`config.mk`:
```
export PLATFORM = sky130hd
export DESIGN_NAME = kdrf_top
export DESIGN_NICKNAME = d
export VERILOG_FILES = /design/src/pkg/kdrf_pkg.sv /design/src/pkg/kdrf_rec_if.sv /design/src/verilog/kdrf_ser.sv /design/src/verilog/kdrf_top.sv
export VERILOG_INCLUDE_DIRS = /design/src /design/src/pkg
export SDC_FILE = /design/constraint.sdc
export NUM_CORES = 1
export LEC_CHECK = 0
export BUFFER_PORTS_ARGS = -buffer_cell sky130_fd_sc_hd__buf_4
export CORE_MARGIN = 5
export CORE_UTILIZATION = 30
export CTS_BUF_LIST = sky130_fd_sc_hd__clkbuf_4
export CTS_CLUSTER_DIAMETER = 100
export CTS_CLUSTER_SIZE = 40
export DETAILED_ROUTE_END_ITERATION = 12
export HOLD_SLACK_MARGIN = 0.03
export PLACE_DENSITY = 0.58
export SYNTH_ARGS = -nofsm -noshare
export SYNTH_HDL_FRONTEND = slang
export SYNTH_SLANG_ARGS = --single-unit
```
`constraint.sdc`:
```
create_clock -name clk -period 6.4 [get_ports clk]
set_clock_uncertainty 0.1 [all_clocks]
set_input_delay 0.96 -clock clk [delete_from_list [all_inputs] [get_ports clk]]
set_output_delay 0.96 -clock clk [all_outputs]
set_load 0.05 [all_outputs]
```
`src/pkg/kdrf_defs.svh`:
```
`ifndef KDRF_DEFS_SVH
`define KDRF_DEFS_SVH

// Register byte offsets on the bus
`define KDRF_ADDR_W          6
`define KDRF_REG_CTRL        6'h00
`define KDRF_REG_NLIM        6'h04
`define KDRF_REG_PLIM        6'h08
`define KDRF_REG_NTIME       6'h0C
`define KDRF_REG_PTIME       6'h10
`define KDRF_REG_KEY         6'h14
`define KDRF_REG_STAT        6'h18
`define KDRF_REG_IRQ         6'h1C
`define KDRF_REG_MASK        6'h20

// Control register fields
`define KDRF_CTRL_EN         0
`define KDRF_CTRL_SEND       1
`define KDRF_CTRL_AUTO       2

// Reset values
`define KDRF_CTRL_RST        3'h1
`define KDRF_NLIM_RST        7'h14
`define KDRF_PLIM_RST        7'h14
`define KDRF_NTIME_RST       8'h14
`define KDRF_PTIME_RST       8'h14
`define KDRF_KEY_RST         6'h00
`define KDRF_KEY_MAX         6'h2F

// Interrupt status bits
`define KDRF_IRQ_W           4
`define KDRF_IRQ_NEG         0
`define KDRF_IRQ_POS         1
`define KDRF_IRQ_DRIFT       2
`define KDRF_IRQ_SENT        3

// Record layout
`define KDRF_REC_LAST        4'h8
`define KDRF_FRAME_BASE      9'h012
`define KDRF_KEY_GROUPS      9'h006
`define KDRF_LIM_BIT         13
`define KDRF_DET_BIT         14
`define KDRF_GAIN_BIT        15
`define KDRF_DRIFT_MAX       8'sh7F
`define KDRF_DRIFT_MIN       8'sh81

// Timing
`define KDRF_CLK_KHZ         200000
`define KDRF_DRIFT_UNIT_MS   100
`define KDRF_DETECT_UNIT_MS  500
`define KDRF_DRIFT_UNIT_CYC  (`KDRF_DRIFT_UNIT_MS * `KDRF_CLK_KHZ)
`define KDRF_DET_PER_DRIFT   (`KDRF_DETECT_UNIT_MS / `KDRF_DRIFT_UNIT_MS)

`endif

```
`src/pkg/kdrf_pkg.sv`:
```
`include "kdrf_defs.svh"

package kdrf_pkg;

    typedef logic [7:0] kdrf_byte_t;

    // One key's diagnostic record before byte packing
    typedef struct packed {
        logic [15:0] word0;
        logic [15:0] word1;
        logic [7:0]  normal_di;
        logic [7:0]  fast_di;
        logic [7:0]  neg_time;
        logic [7:0]  pos_time;
        logic [7:0]  drift;
    } kdrf_rec_s;

    typedef enum logic {kdrf_ser_idle, kdrf_ser_send} kdrf_ser_e;

    // Frame byte where a key's record starts; keys interleave by k mod 8
    function automatic logic [8:0] kdrf_rec_base(input logic [5:0] key);
        logic [8:0] slot;
        slot = {6'h00, key[2:0]} * `KDRF_KEY_GROUPS + {6'h00, key[5:3]};
        return `KDRF_FRAME_BASE + slot * 9'h009;
    endfunction : kdrf_rec_base

    // Byte n of a record, low byte of each word first
    function automatic kdrf_byte_t kdrf_rec_byte(input kdrf_rec_s r,
                                                 input logic [3:0] n);
        case (n)
            4'h0:    return r.word0[7:0];
            4'h1:    return r.word0[15:8];
            4'h2:    return r.word1[7:0];
            4'h3:    return r.word1[15:8];
            4'h4:    return r.normal_di;
            4'h5:    return r.fast_di;
            4'h6:    return r.neg_time;
            4'h7:    return r.pos_time;
            default: return r.drift;
        endcase
    endfunction : kdrf_rec_byte

endpackage : kdrf_pkg

```
`src/pkg/kdrf_rec_if.sv`:
```
`timescale 1ns/1ps
`default_nettype none

interface kdrf_rec_if;
    import kdrf_pkg::*;

    logic                start;
    kdrf_rec_s           rec;
    logic [5:0]          key;
    logic                busy;
    logic                done;
    kdrf_byte_t          data;
    logic                valid;
    logic                ready;
    logic [8:0]          pos;
    logic                last;

    modport ctrl (output start, rec, key, ready,
                  input  busy, done, data, valid, pos, last);
    modport ser  (input  start, rec, key, ready,
                  output busy, done, data, valid, pos, last);
endinterface : kdrf_rec_if

`default_nettype wire

```
`src/verilog/kdrf_ser.sv`:
```
`timescale 1ns/1ps
`default_nettype none

// Shifts one latched record out as nine frame bytes
module kdrf_ser
(
    input  wire logic   clk,
    input  wire logic   rst_n,
    kdrf_rec_if.ser     rif
);
    import kdrf_pkg::*;

    kdrf_ser_e   state;
    kdrf_ser_e   next_state;
    kdrf_rec_s   shadow;
    kdrf_rec_s   next_shadow;
    logic [3:0]  idx;
    logic [3:0]  next_idx;
    kdrf_byte_t  data;
    kdrf_byte_t  next_data;
    logic [8:0]  pos;
    logic [8:0]  next_pos;
    logic        valid;
    logic        next_valid;
    logic        done;
    logic        next_done;
    logic        last;
    logic        next_last;

    // Sequencer; a start while busy is dropped so one record stays coherent
    always_comb begin
        next_state  = state;
        next_shadow = shadow;
        next_idx    = idx;
        next_data   = data;
        next_pos    = pos;
        next_valid  = valid;
        next_done   = 1'b0;
        case (state)
            kdrf_ser_idle: begin
                if (rif.start) begin
                    next_state  = kdrf_ser_send;
                    next_shadow = rif.rec;
                    next_idx    = 4'h0;
                    next_data   = kdrf_rec_byte(rif.rec, 4'h0);
                    next_pos    = kdrf_rec_base(rif.key);
                    next_valid  = 1'b1;
                end
            end
            kdrf_ser_send: begin
                if (rif.ready) begin
                    if (idx == `KDRF_REC_LAST) begin
                        next_state = kdrf_ser_idle;
                        next_valid = 1'b0;
                        next_done  = 1'b1;
                    end else begin
                        next_idx  = idx + 4'h1;
                        next_data = kdrf_rec_byte(shadow, idx + 4'h1);
                        next_pos  = pos + 9'h001;
                    end
                end
            end
            default: begin
                next_state = kdrf_ser_idle;
                next_valid = 1'b0;
            end
        endcase
        next_last = next_valid && (next_idx == `KDRF_REC_LAST);
    end

    // Registers only
    always_ff @(posedge clk or negedge rst_n) begin
        if (!rst_n) begin
            state  <= kdrf_ser_idle;
            shadow <= '0;
            idx    <= 4'h0;
            data   <= 8'h00;
            pos    <= 9'h000;
            valid  <= 1'b0;
            done   <= 1'b0;
            last   <= 1'b0;
        end else begin
            state  <= next_state;
            shadow <= next_shadow;
            idx    <= next_idx;
            data   <= next_data;
            pos    <= next_pos;
            valid  <= next_valid;
            done   <= next_done;
            last   <= next_last;
        end
    end

    assign rif.busy  = (state != kdrf_ser_idle);
    assign rif.done  = done;
    assign rif.data  = data;
    assign rif.valid = valid;
    assign rif.pos   = pos;
    assign rif.last  = last;

endmodule : kdrf_ser

`default_nettype wire

```
`src/verilog/kdrf_top.sv`:
```
// The placing of the registers and the Wishbone register port were left to the implementer.
`timescale 1ns/1ps
`default_nettype none

module kdrf_top
#(
    parameter int unsigned DRIFT_UNIT_CYC = `KDRF_DRIFT_UNIT_CYC
) (
    input  wire logic                    clk,
    input  wire logic                    rst_n,
    input  wire logic                    wb_cyc_i,
    input  wire logic                    wb_stb_i,
    input  wire logic                    wb_we_i,
    input  wire logic [`KDRF_ADDR_W-1:0] wb_adr_i,
    input  wire logic [3:0]              wb_sel_i,
    input  wire logic [31:0]             wb_dat_i,
    output logic [31:0]                  wb_dat_o,
    output logic                         wb_ack_o,
    output logic                         irq,
    input  wire logic [12:0]             meas_signal,
    input  wire logic [2:0]              cal_state,
    input  wire logic [12:0]             ref_value,
    input  wire logic                    signal_limit_fail,
    input  wire logic                    key_detect,
    input  wire logic                    key_gain_test_fail,
    input  wire logic [7:0]              normal_di,
    input  wire logic [3:0]              fast_di,
    input  wire logic                    neg_detect,
    input  wire logic                    pos_detect,
    input  wire logic                    drift_up,
    input  wire logic                    drift_down,
    output logic                         recal,
    output kdrf_pkg::kdrf_byte_t         rec_data,
    output logic                         rec_valid,
    input  wire logic                    rec_ready,
    output logic [8:0]                   rec_pos,
    output logic                         rec_last
);
    import kdrf_pkg::*;

    localparam int unsigned DET_TICKS = `KDRF_DET_PER_DRIFT;

    kdrf_rec_if rif ();

    // Bus and register state
    logic                 ack;
    logic                 next_ack;
    logic [31:0]          rdata;
    logic [31:0]          next_rdata;
    logic [2:0]           ctrl;
    logic [2:0]           next_ctrl;
    logic [6:0]           nlim;
    logic [6:0]           next_nlim;
    logic [6:0]           plim;
    logic [6:0]           next_plim;
    logic [7:0]           det_reload [2];
    logic [7:0]           next_det_reload [2];
    logic [5:0]           key;
    logic [5:0]           next_key;
    logic [`KDRF_IRQ_W-1:0] istat;
    logic [`KDRF_IRQ_W-1:0] next_istat;
    logic [`KDRF_IRQ_W-1:0] imask;
    logic [`KDRF_IRQ_W-1:0] next_imask;
    logic                 irq_q;
    logic                 next_irq;
    logic                 req;
    logic                 wr;

    // Tick and key state
    logic [31:0]          div;
    logic [31:0]          next_div;
    logic [2:0]           sub;
    logic [2:0]           next_sub;
    logic                 tick100;
    logic                 tick500;
    logic [7:0]           det_time [2];
    logic [7:0]           next_det_time [2];
    logic [1:0]           expire;
    logic [1:0]           det_active;
    logic signed [7:0]    drift;
    logic signed [7:0]    next_drift;
    logic                 drift_hit;
    logic                 any_hit;
    logic                 recal_q;
    logic [`KDRF_IRQ_W-1:0] events;

    assign req = wb_cyc_i && wb_stb_i && !ack;
    assign wr  = req && wb_we_i && wb_sel_i[0];

    // Time base: 100 ms enable, every fifth one also a 500 ms enable
    assign tick100 = ctrl[`KDRF_CTRL_EN] && (div == DRIFT_UNIT_CYC - 1);
    assign tick500 = tick100 && (sub == 3'(DET_TICKS - 1));
    always_comb begin
        next_div = div;
        next_sub = sub;
        if (!ctrl[`KDRF_CTRL_EN]) begin
            next_div = 32'h0000_0000;
        end else if (tick100) begin
            next_div = 32'h0000_0000;
            next_sub = tick500 ? 3'h0 : sub + 3'h1;
        end else begin
            next_div = div + 32'h0000_0001;
        end
    end

    // Detect timers: reload while idle or after any recalibration
    assign det_active = {pos_detect, neg_detect};
    generate
        for (genvar i = 0; i < 2; i++) begin : g_det
            assign expire[i] = det_active[i] && tick500 &&
                               (det_time[i] <= 8'h01);
            always_comb begin
                if (!det_active[i] || any_hit) begin
                    next_det_time[i] = det_reload[i];
                end else if (tick500 && det_time[i] != 8'h00) begin
                    next_det_time[i] = det_time[i] - 8'h01;
                end else begin
                    next_det_time[i] = det_time[i];
                end
            end
        end
    endgenerate

    // Drift counter; a zero limit disables that direction
    assign drift_hit = ((plim != 7'h00) &&
                        (drift >= $signed({1'b0, plim}))) ||
                       ((nlim != 7'h00) &&
                        (drift <= -$signed({1'b0, nlim})));
    assign any_hit = drift_hit || (|expire);
    always_comb begin
        next_drift = drift;
        if (any_hit) begin
            next_drift = 8'sh00;
        end else if (tick100 && drift_up && !drift_down) begin
            if (drift != `KDRF_DRIFT_MAX) next_drift = drift + 8'sh01;
        end else if (tick100 && drift_down && !drift_up) begin
            if (drift != `KDRF_DRIFT_MIN) next_drift = drift - 8'sh01;
        end
    end

    // Record assembly from live inputs; the serializer snapshots it
    always_comb begin
        rif.rec.word0     = {cal_state, meas_signal};
        rif.rec.word1     = {key_gain_test_fail, key_detect,
                             signal_limit_fail, ref_value};
        rif.rec.normal_di = normal_di;
        rif.rec.fast_di   = {4'h0, fast_di};
        rif.rec.neg_time  = det_time[0];
        rif.rec.pos_time  = det_time[1];
        rif.rec.drift     = drift;
    end
    assign rif.start = (wr && wb_adr_i == `KDRF_REG_CTRL &&
                        wb_dat_i[`KDRF_CTRL_SEND]) ||
                       (ctrl[`KDRF_CTRL_AUTO] && tick100);
    assign rif.key   = key;
    assign rif.ready = rec_ready;

    kdrf_ser u_ser (
        .clk   (clk),
        .rst_n (rst_n),
        .rif   (rif)
    );

    // Register writes; send bit is a strobe and never stored
    always_comb begin
        next_ctrl       = ctrl;
        next_nlim       = nlim;
        next_plim       = plim;
        next_det_reload = det_reload;
        next_key        = key;
        next_imask      = imask;
        if (wr) begin
            case (wb_adr_i)
                `KDRF_REG_CTRL:  next_ctrl = wb_dat_i[2:0] & 3'h5;
                `KDRF_REG_NLIM:  next_nlim = wb_dat_i[6:0];
                `KDRF_REG_PLIM:  next_plim = wb_dat_i[6:0];
                `KDRF_REG_NTIME: next_det_reload[0] = wb_dat_i[7:0];
                `KDRF_REG_PTIME: next_det_reload[1] = wb_dat_i[7:0];
                `KDRF_REG_KEY:   begin
                    if (wb_dat_i[5:0] <= `KDRF_KEY_MAX) begin
                        next_key = wb_dat_i[5:0];
                    end
                end
                `KDRF_REG_MASK:  next_imask = wb_dat_i[`KDRF_IRQ_W-1:0];
                default:         ;
            endcase
        end
    end

    // Sticky events, write one to clear; a new event wins over its clear
    assign events = {rif.done, drift_hit, expire[1], expire[0]};
    always_comb begin
        next_istat = istat;
        if (wr && wb_adr_i == `KDRF_REG_IRQ) begin
            next_istat = istat & ~wb_dat_i[`KDRF_IRQ_W-1:0];
        end
        next_istat = next_istat | events;
        next_irq   = |(next_istat & imask);
    end

    // Read mux and single-cycle acknowledge; unmapped reads return zero
    always_comb begin
        next_ack   = req;
        next_rdata = rdata;
        if (req && !wb_we_i) begin
            case (wb_adr_i)
                `KDRF_REG_CTRL:  next_rdata = {29'h0, ctrl};
                `KDRF_REG_NLIM:  next_rdata = {25'h0, nlim};
                `KDRF_REG_PLIM:  next_rdata = {25'h0, plim};
                `KDRF_REG_NTIME: next_rdata = {24'h0, det_reload[0]};
                `KDRF_REG_PTIME: next_rdata = {24'h0, det_reload[1]};
                `KDRF_REG_KEY:   next_rdata = {26'h0, key};
                `KDRF_REG_STAT:  next_rdata = {7'h0, rif.busy,
                                               det_time[1], det_time[0],
                                               drift};
                `KDRF_REG_IRQ:   next_rdata = {28'h0, istat};
                `KDRF_REG_MASK:  next_rdata = {28'h0, imask};
                default:         next_rdata = 32'h0000_0000;
            endcase
        end
    end

    // All block state registers
    always_ff @(posedge clk or negedge rst_n) begin
        if (!rst_n) begin
            ack           <= 1'b0;
            rdata         <= 32'h0000_0000;
            ctrl          <= `KDRF_CTRL_RST;
            nlim          <= `KDRF_NLIM_RST;
            plim          <= `KDRF_PLIM_RST;
            det_reload[0] <= `KDRF_NTIME_RST;
            det_reload[1] <= `KDRF_PTIME_RST;
            key           <= `KDRF_KEY_RST;
            istat         <= 4'h0;
            imask         <= 4'h0;
            irq_q         <= 1'b0;
            div           <= 32'h0000_0000;
            sub           <= 3'h0;
            det_time[0]   <= `KDRF_NTIME_RST;
            det_time[1]   <= `KDRF_PTIME_RST;
            drift         <= 8'sh00;
            recal_q       <= 1'b0;
        end else begin
            ack        <= next_ack;
            rdata      <= next_rdata;
            ctrl       <= next_ctrl;
            nlim       <= next_nlim;
            plim       <= next_plim;
            det_reload <= next_det_reload;
            key        <= next_key;
            istat      <= next_istat;
            imask      <= next_imask;
            irq_q      <= next_irq;
            div        <= next_div;
            sub        <= next_sub;
            det_time   <= next_det_time;
            drift      <= next_drift;
            recal_q    <= any_hit;
        end
    end

    assign wb_ack_o  = ack;
    assign wb_dat_o  = rdata;
    assign irq       = irq_q;
    assign recal     = recal_q;
    assign rec_data  = rif.data;
    assign rec_valid = rif.valid;
    assign rec_pos   = rif.pos;
    assign rec_last  = rif.last;

endmodule : kdrf_top

`default_nettype wire
```
## Word level (Yosys, flattened, before mapping)

Cells that the tools add are included.

| operators by class | value |
|---|---|
| $add $sub $neg | 11 |
| multipliers | 2 |
| div/mod/pow operators | 0 |
| $lt $le $gt $ge | 5 |
| equal/unequal tests | 25 |
| shifts and indexed selects | 0 |
| mux-type cells | 38 |
| bitwise gates (word level) | 5 |
| reductions and logical operators | 58 |

Operators by type and width:

| kind | number |
|---|---|
| 25-bit case mux with 9 select lines | 1 |
| 8-bit two-way mux | 12 |
| 32-bit two-way mux | 2 |
| 8-bit case mux with 8 select lines | 1 |
| 32-bit by 1-bit adder with 32-bit output, second input constant | 1 |
| 32-bit by 25-bit == test with 1-bit output, second input constant | 1 |
| 9-bit two-way mux | 3 |
| 6-bit by 5-bit == test with 1-bit output, second input constant | 4 |
| 1-bit logical AND | 24 |
| 9-bit case mux with 2 select lines | 1 |
| 4-bit by 3-bit == test with 1-bit output, second input constant | 4 |
| 8-bit by 1-bit less-or-equal comparator with 1-bit output, second input constant | 2 |
| 4-bit two-way mux | 4 |
| 8-bit inequality test, second input constant | 2 |
| 8-bit case mux with 2 select lines | 1 |
| 2-bit AND reduction | 8 |
| 8-bit nonzero test | 2 |
| 8-bit by 1-bit subtractor with 8-bit output, second input constant | 2 |
| 7-bit nonzero test | 2 |
| 6-bit by 4-bit == test with 1-bit output, second input constant | 2 |
| 5-bit by 9-bit adder with 9-bit output, first input constant | 1 |
| 9-bit by 1-bit adder with 9-bit output, second input constant | 1 |
| 9-bit by 4-bit multiplier with 9-bit output, second input constant | 1 |
| 1-bit two-way mux | 9 |
| 34 further kinds | 53 |

| storage, ports and cells | value |
|---|---|
| flip-flop bits (word level) | 233 |
| latch bits | 0 |
| bits in writable memories | 0 |
| ROM bits | 0 |
| input bits | 96 |
| output and inout port bits | 54 |
| word-level logic and storage cells | 175 |
| memories | 0 |

## Depth between registers and ports, before layout

| logic depth | value |
|---|---|
| word-level depth | 11 |
| gate-level depth with buffers | 13 |

## Modules after synthesis

Synthesis repeated with hierarchy kept, for this count alone.

| unflattened totals | value |
|---|---|
| cells, all modules | 1,308 |
| area total of the unflattened synthesis | 12,553.3 µm² |

By module, submodules not included:

| module | instances | cells an instance | area an instance (µm²) |
|---|---|---|---|
| kdrf_top | 1 | 701 | 7,305.8 |
| kdrf_ser | 1 | 607 | 5,247.5 |

## Least setup slack after synthesis

OpenSTA, ideal clock, no wires.

| timing | value |
|---|---|
| path kind | reg2reg |
| from | register key[1] |
| to | register u_ser.pos[8] (netlist: u_ser.rif.pos[8]) |
| setup time | 0.138 ns |
| arrival | 3.109 ns |
| path slack | 3.053 ns |
| stages on the path, launching flop included | 13 |
| path buffers | 0 |
| clock period less this slack | 3.347 ns |
| cell sequence | dfrtp_1 > ha_1 > inv_1 > fa_1 > nor3b_1 > xnor2_1 > fa_1 > ha_1 > a31oi_1 > o21bai_1 > xor2_1 > xnor2_1 > o211ai_1 |

| between the ends | value |
|---|---|
| word-level cells in the longest chain between the ends | 6 |

RTL lines:

| element | RTL line | source |
|---|---|---|
| from (decl) | kdrf_top.sv:58 | `logic [5:0] key;` |
| from (signal assigned) | kdrf_top.sv:233 | `` key <= `KDRF_KEY_RST; `` |
| from (signal assigned) | kdrf_top.sv:250 | `key <= next_key;` |
| 3-bit by 2-bit multiplier with 5-bit output (no source line) | - |  |
| 6-bit by 3-bit adder with 7-bit output | kdrf_pkg.sv:23 | `` slot = {6'h00, key[2:0]} * `KDRF_KEY_GROUPS + {6'h00, key[5:3]}; `` |
| 9-bit by 4-bit multiplier with 9-bit output | kdrf_pkg.sv:24 | `` return `KDRF_FRAME_BASE + slot * 9'h009; `` |
| 5-bit by 9-bit adder with 9-bit output (no source line) | - |  |
| 9-bit two-way mux | kdrf_ser.sv:41 | `if (rif.start) begin` |
| 9-bit case mux with 2 select lines | kdrf_ser.sv:39 | `case (state)` |
| to (signal assigned) | kdrf_ser.sv:87 | `pos <= next_pos;` |
| to (decl) | kdrf_ser.sv:21 | `logic [8:0] pos;` |

Every way passes these cells. The select of a mux whose other input is x is not followed.
A chain may end at the register's enable or synchronous reset.

## Worst setup path after layout

Ends and elaborated chain as after synthesis.

==> results.sh <==
export IMPL_drt_initial_drc_count=734
export IMPL_fmax_mhz=264
export IMPL_r2r_cells=12
export IMPL_avgRoutedWirePerCell_microns=18.3
export IMPL_antenna_found_initial=1
export IMPL_required_ns=6.86
export IMPL_cts_buffers=11
export IMPL_irDropWorstVdd_v=0.000151
export IMPL_initial_core_util_pct=30.3
export IMPL_synth_avg_cell_area_sq_um=9.50
export IMPL_ios=150
export IMPL_gr_total_overflow=0
export IMPL_cp_max_fo=6
export IMPL_path_delay_family="adder cells"
export IMPL_r2r_end="u_ser.rif.pos[8]$_DFFE_PN0P_"
export IMPL_synth_area_sq_mm=0.0124
export IMPL_ys_warn_count=0
export IMPL_critPathMaxStageDelay_ns=0.57
export IMPL_grt_max_degree=98
export IMPL_root_buffer="clkbuf_4"
export IMPL_path_cells="ha_1, fa_1, xnor2_1, nor3b_1, xnor2_1, fa_1, ha_1, a31oi_1, o21bai_1, xor2_1, xnor2_1, o211ai_1"
export IMPL_path_common_cell="xnor2_1"
export IMPL_total_leakage_power_uw=0.00637
export IMPL_cts_tree="built"
export IMPL_synth_edff_count=0
export IMPL_status="complete, no violations"
export IMPL_cts_setup_buffers=0
export IMPL_syn_inst=1301
export IMPL_viasPerCell=5.16
export IMPL_cp_start_kind="flip-flop"
export IMPL_clkSlewWorstSetupHoldPaths_ns=0.31
export IMPL_drive_gt1_share_pct=17.2
export IMPL_clockBufferDepth=3
export IMPL_first_pass_iters=5
export IMPL_gp_congestion=0.868
export IMPL_wl_microns=35000
export IMPL_clkLatencyLatePin_ns=0.70
export IMPL_vias=9862
export IMPL_final_setup_viol_count=0
export IMPL_ctsResizeCount=0
export IMPL_portBuffers=115
export IMPL_area_growth_pct=11.6
export IMPL_final_common_cell="nand2_1"
export IMPL_r2r_slack_ns=2.61
export IMPL_maxCapViolCount=0
export IMPL_grt_pass1_wl_microns=55400
export IMPL_cts_sinks=226
export IMPL_fin_setup_tns_ns=0
export IMPL_critPathBufInv=0
export IMPL_die_h_microns=213
export IMPL_p_per_area_mw_per_mm2=250
export IMPL_relSlewSlack_pct=20.2
export IMPL_cts_htree_levels=1
export IMPL_dieArea_sq_mm=0.0454
export IMPL_drc=0
export IMPL_startpoint="key[1]$_DFFE_PN0P_"
export IMPL_layout_min_cycle_time_ns=3.79
export IMPL_cts_hold_buffers=0
export IMPL_ys_ff_latch=226
export IMPL_cp_slowest_cell="dfrtp_1"
export IMPL_yosys_area_top_type="dfrtp_1"
export IMPL_synth_seq_area_share_pct=45.9
export IMPL_crit_cells=12
export IMPL_grt_pass1_vias=9744
export IMPL_ys_async_sr_fraction_pct=100
export IMPL_antenna_left=0
export IMPL_synth_flop_cell="dfrtp_1"
export IMPL_cp_data_arrival_time_ns=4.26
export IMPL_cp_end_kind="flip-flop"
export IMPL_nNetsFinal=1523
export IMPL_crit_end="u_ser.rif.pos[8]$_DFFE_PN0P_"
export IMPL_placed_area_sq_mm=0.0137
export IMPL_drv_slew=0
export IMPL_period_share_pct=59.2
export IMPL_yosysUniqueCellTypes=84
export IMPL_fillCellCount=4207
export IMPL_fin_area_sq_mm=0.0138
export IMPL_critical_path_class="flip-flop to flip-flop"
export IMPL_synthTopCellsByArea="dfrtp_1 43%, nand2_1 9.0%, ha_1 5.0%"
export IMPL_max_slew_worst_pin_slew_ns=1.20
export IMPL_hp_class="input port to async pin"
export IMPL_rsz0062_at_grt="false"
export IMPL_finalHoldViolations=0
export IMPL_place_hpwl_microns=25800
export IMPL_grt_util_all_layers_pct=15.2
export IMPL_die_width_microns=213
export IMPL_yosysTopAreaCellShare_pct=43.1
export IMPL_r2r_start="key[1]$_DFFE_PN0P_"
export IMPL_row_count=74
export IMPL_layout_common_cells="295 x nand2_1, 213 x dfrtp_1, 121 x buf_4"
export IMPL_core_area_sq_mm=0.0408
[routing by layer]
metal / wire (microns) / part of all wire, % / GRT usage [%] / vias to the layer above
met1: 16200 / 46 / 21.8 / 4872
met5: 0 / 0 / 0 / -
met3: 1930 / 5.5 / 2.53 / 31
li1: - / - / - / 4724
met2: 16300 / 46 / 24.4 / 235
met4: 594 / 1.7 / 2.85 / 0
[flip-flops by register name, summed over array words and instances, names as in the netlist, 2 cells and up]
| signal | flops |
|---|---|
| u_ser.idx | 4 |
| wb_dat_o | 25 |
| key | 6 |
| u_ser.rif.pos | 9 |
| sub | 3 |
| det_reload | 16 |
| div | 32 |
| det_time | 16 |
| plim | 7 |
| drift | 8 |
| u_ser.rif.data | 8 |
| nlim | 7 |
| u_ser.shadow | 68 |
| imask | 4 |
| ctrl | 2 |
| istat | 4 |
[cell usage after synthesis (16+ instances only)]
cell type,count
a31oi_1,16
nand3_1,55
nand2_1,295
dfrtp_1,213
ha_1,49
o21ai_0,43
xnor2_1,40
inv_1,38
xor2_1,24
clkbuf_1,42
a21oi_1,25
mux2_2,54
and3_1,16
a22oi_1,21
nor2_1,90
nand4_1,20
[worst min-delay path by stage]
stage	startpoint	slack, ns	cells past startpoint	end
finish	rst_n	0.1	1	wb_dat_o[20]$_DFFE_PN0P_
global route	rst_n	0.13	1	wb_dat_o[20]$_DFFE_PN0P_
CTS	rst_n	0.12	1	wb_dat_o[20]$_DFFE_PN0P_
detailed placement	u_ser.shadow[32]$_DFFE_PN0P_	0.36	2	u_ser.shadow[32]$_DFFE_PN0P_
global placement	u_ser.shadow[32]$_DFFE_PN0P_	0.35	2	u_ser.shadow[32]$_DFFE_PN0P_
floorplan	u_ser.rif.done$_DFF_PN0_	0.32	1	istat[3]$_DFF_PN0_
[metrics by stage]
step	total power, uW	hold WS (ns)	cells	setup WS (ns)	util, %
4_1_cts	3470	0.118	1909	2.59	33.8
6_report	3440	0.0984	1910	2.61	33.8
3_3_place_gp	2880	0.354	1892	2.56	33.4
3_5_place_dp	2900	0.357	1892	2.52	33.4
5_1_grt	3630	0.131	1910	2.38	33.8
2_1_floorplan	2500	0.324	1307	3.05	-
[worst register-to-register path, delay by kind of cell, from the launching register on]
| family | cells | cell delay [ns] |
|---|---|---|
| adders and majority gates | 4 | 1.47 |
| xor gates and xnor gates | 4 | 0.93 |
| DFF | 1 | 0.57 |
| AOI/OAI and AO/OA | 3 | 0.48 |
| and+or+nand+nor | 1 | 0.12 |
[logic make-up (layout without fill, tap and decap cells)]
logic type               count (synthesis)  count (layout)  synth area share [%]
AND/OR/NAND/NOR                        576             576                  22.2
flip-flops                             226             226                  45.9
AO/OA/AOI/OAI                          206             206                  11.8
buffers and inverters                  108             178                  3.88
multiplexers                            66              66                  5.92
XOR/XNOR                                64              64                  4.53
adder cells (fa/ha/maj)                 54              54                  5.77
other                                    1               8                0.0303
[layout make-up]
| class | count | area, sq um | share of cell area [%] |
|---|---|---|---|
| Antenna cell | 1 | 2.50 | 0.0181 |
| Clock buffer | 11 | 82.6 | 0.599 |
| Clock inverter | 6 | 56.3 | 0.408 |
| Inverter | 39 | 146 | 1.06 |
| Multi-Input combinational cell | 973 | 6240 | 45.3 |
| Sequential cell | 226 | 5670 | 41.1 |
| Tap cell | 532 | 666 | 4.83 |
| Timing Repair Buffer | 122 | 923 | 6.70 |
[power breakdown]
group / total [uW] / switching, uW / internal [uW]
Sequential: 1690 / 152 / 1540
Combinational: 1190 / 769 / 418
Clock: 561 / 460 / 100
(Power assumes the default switching activity.)
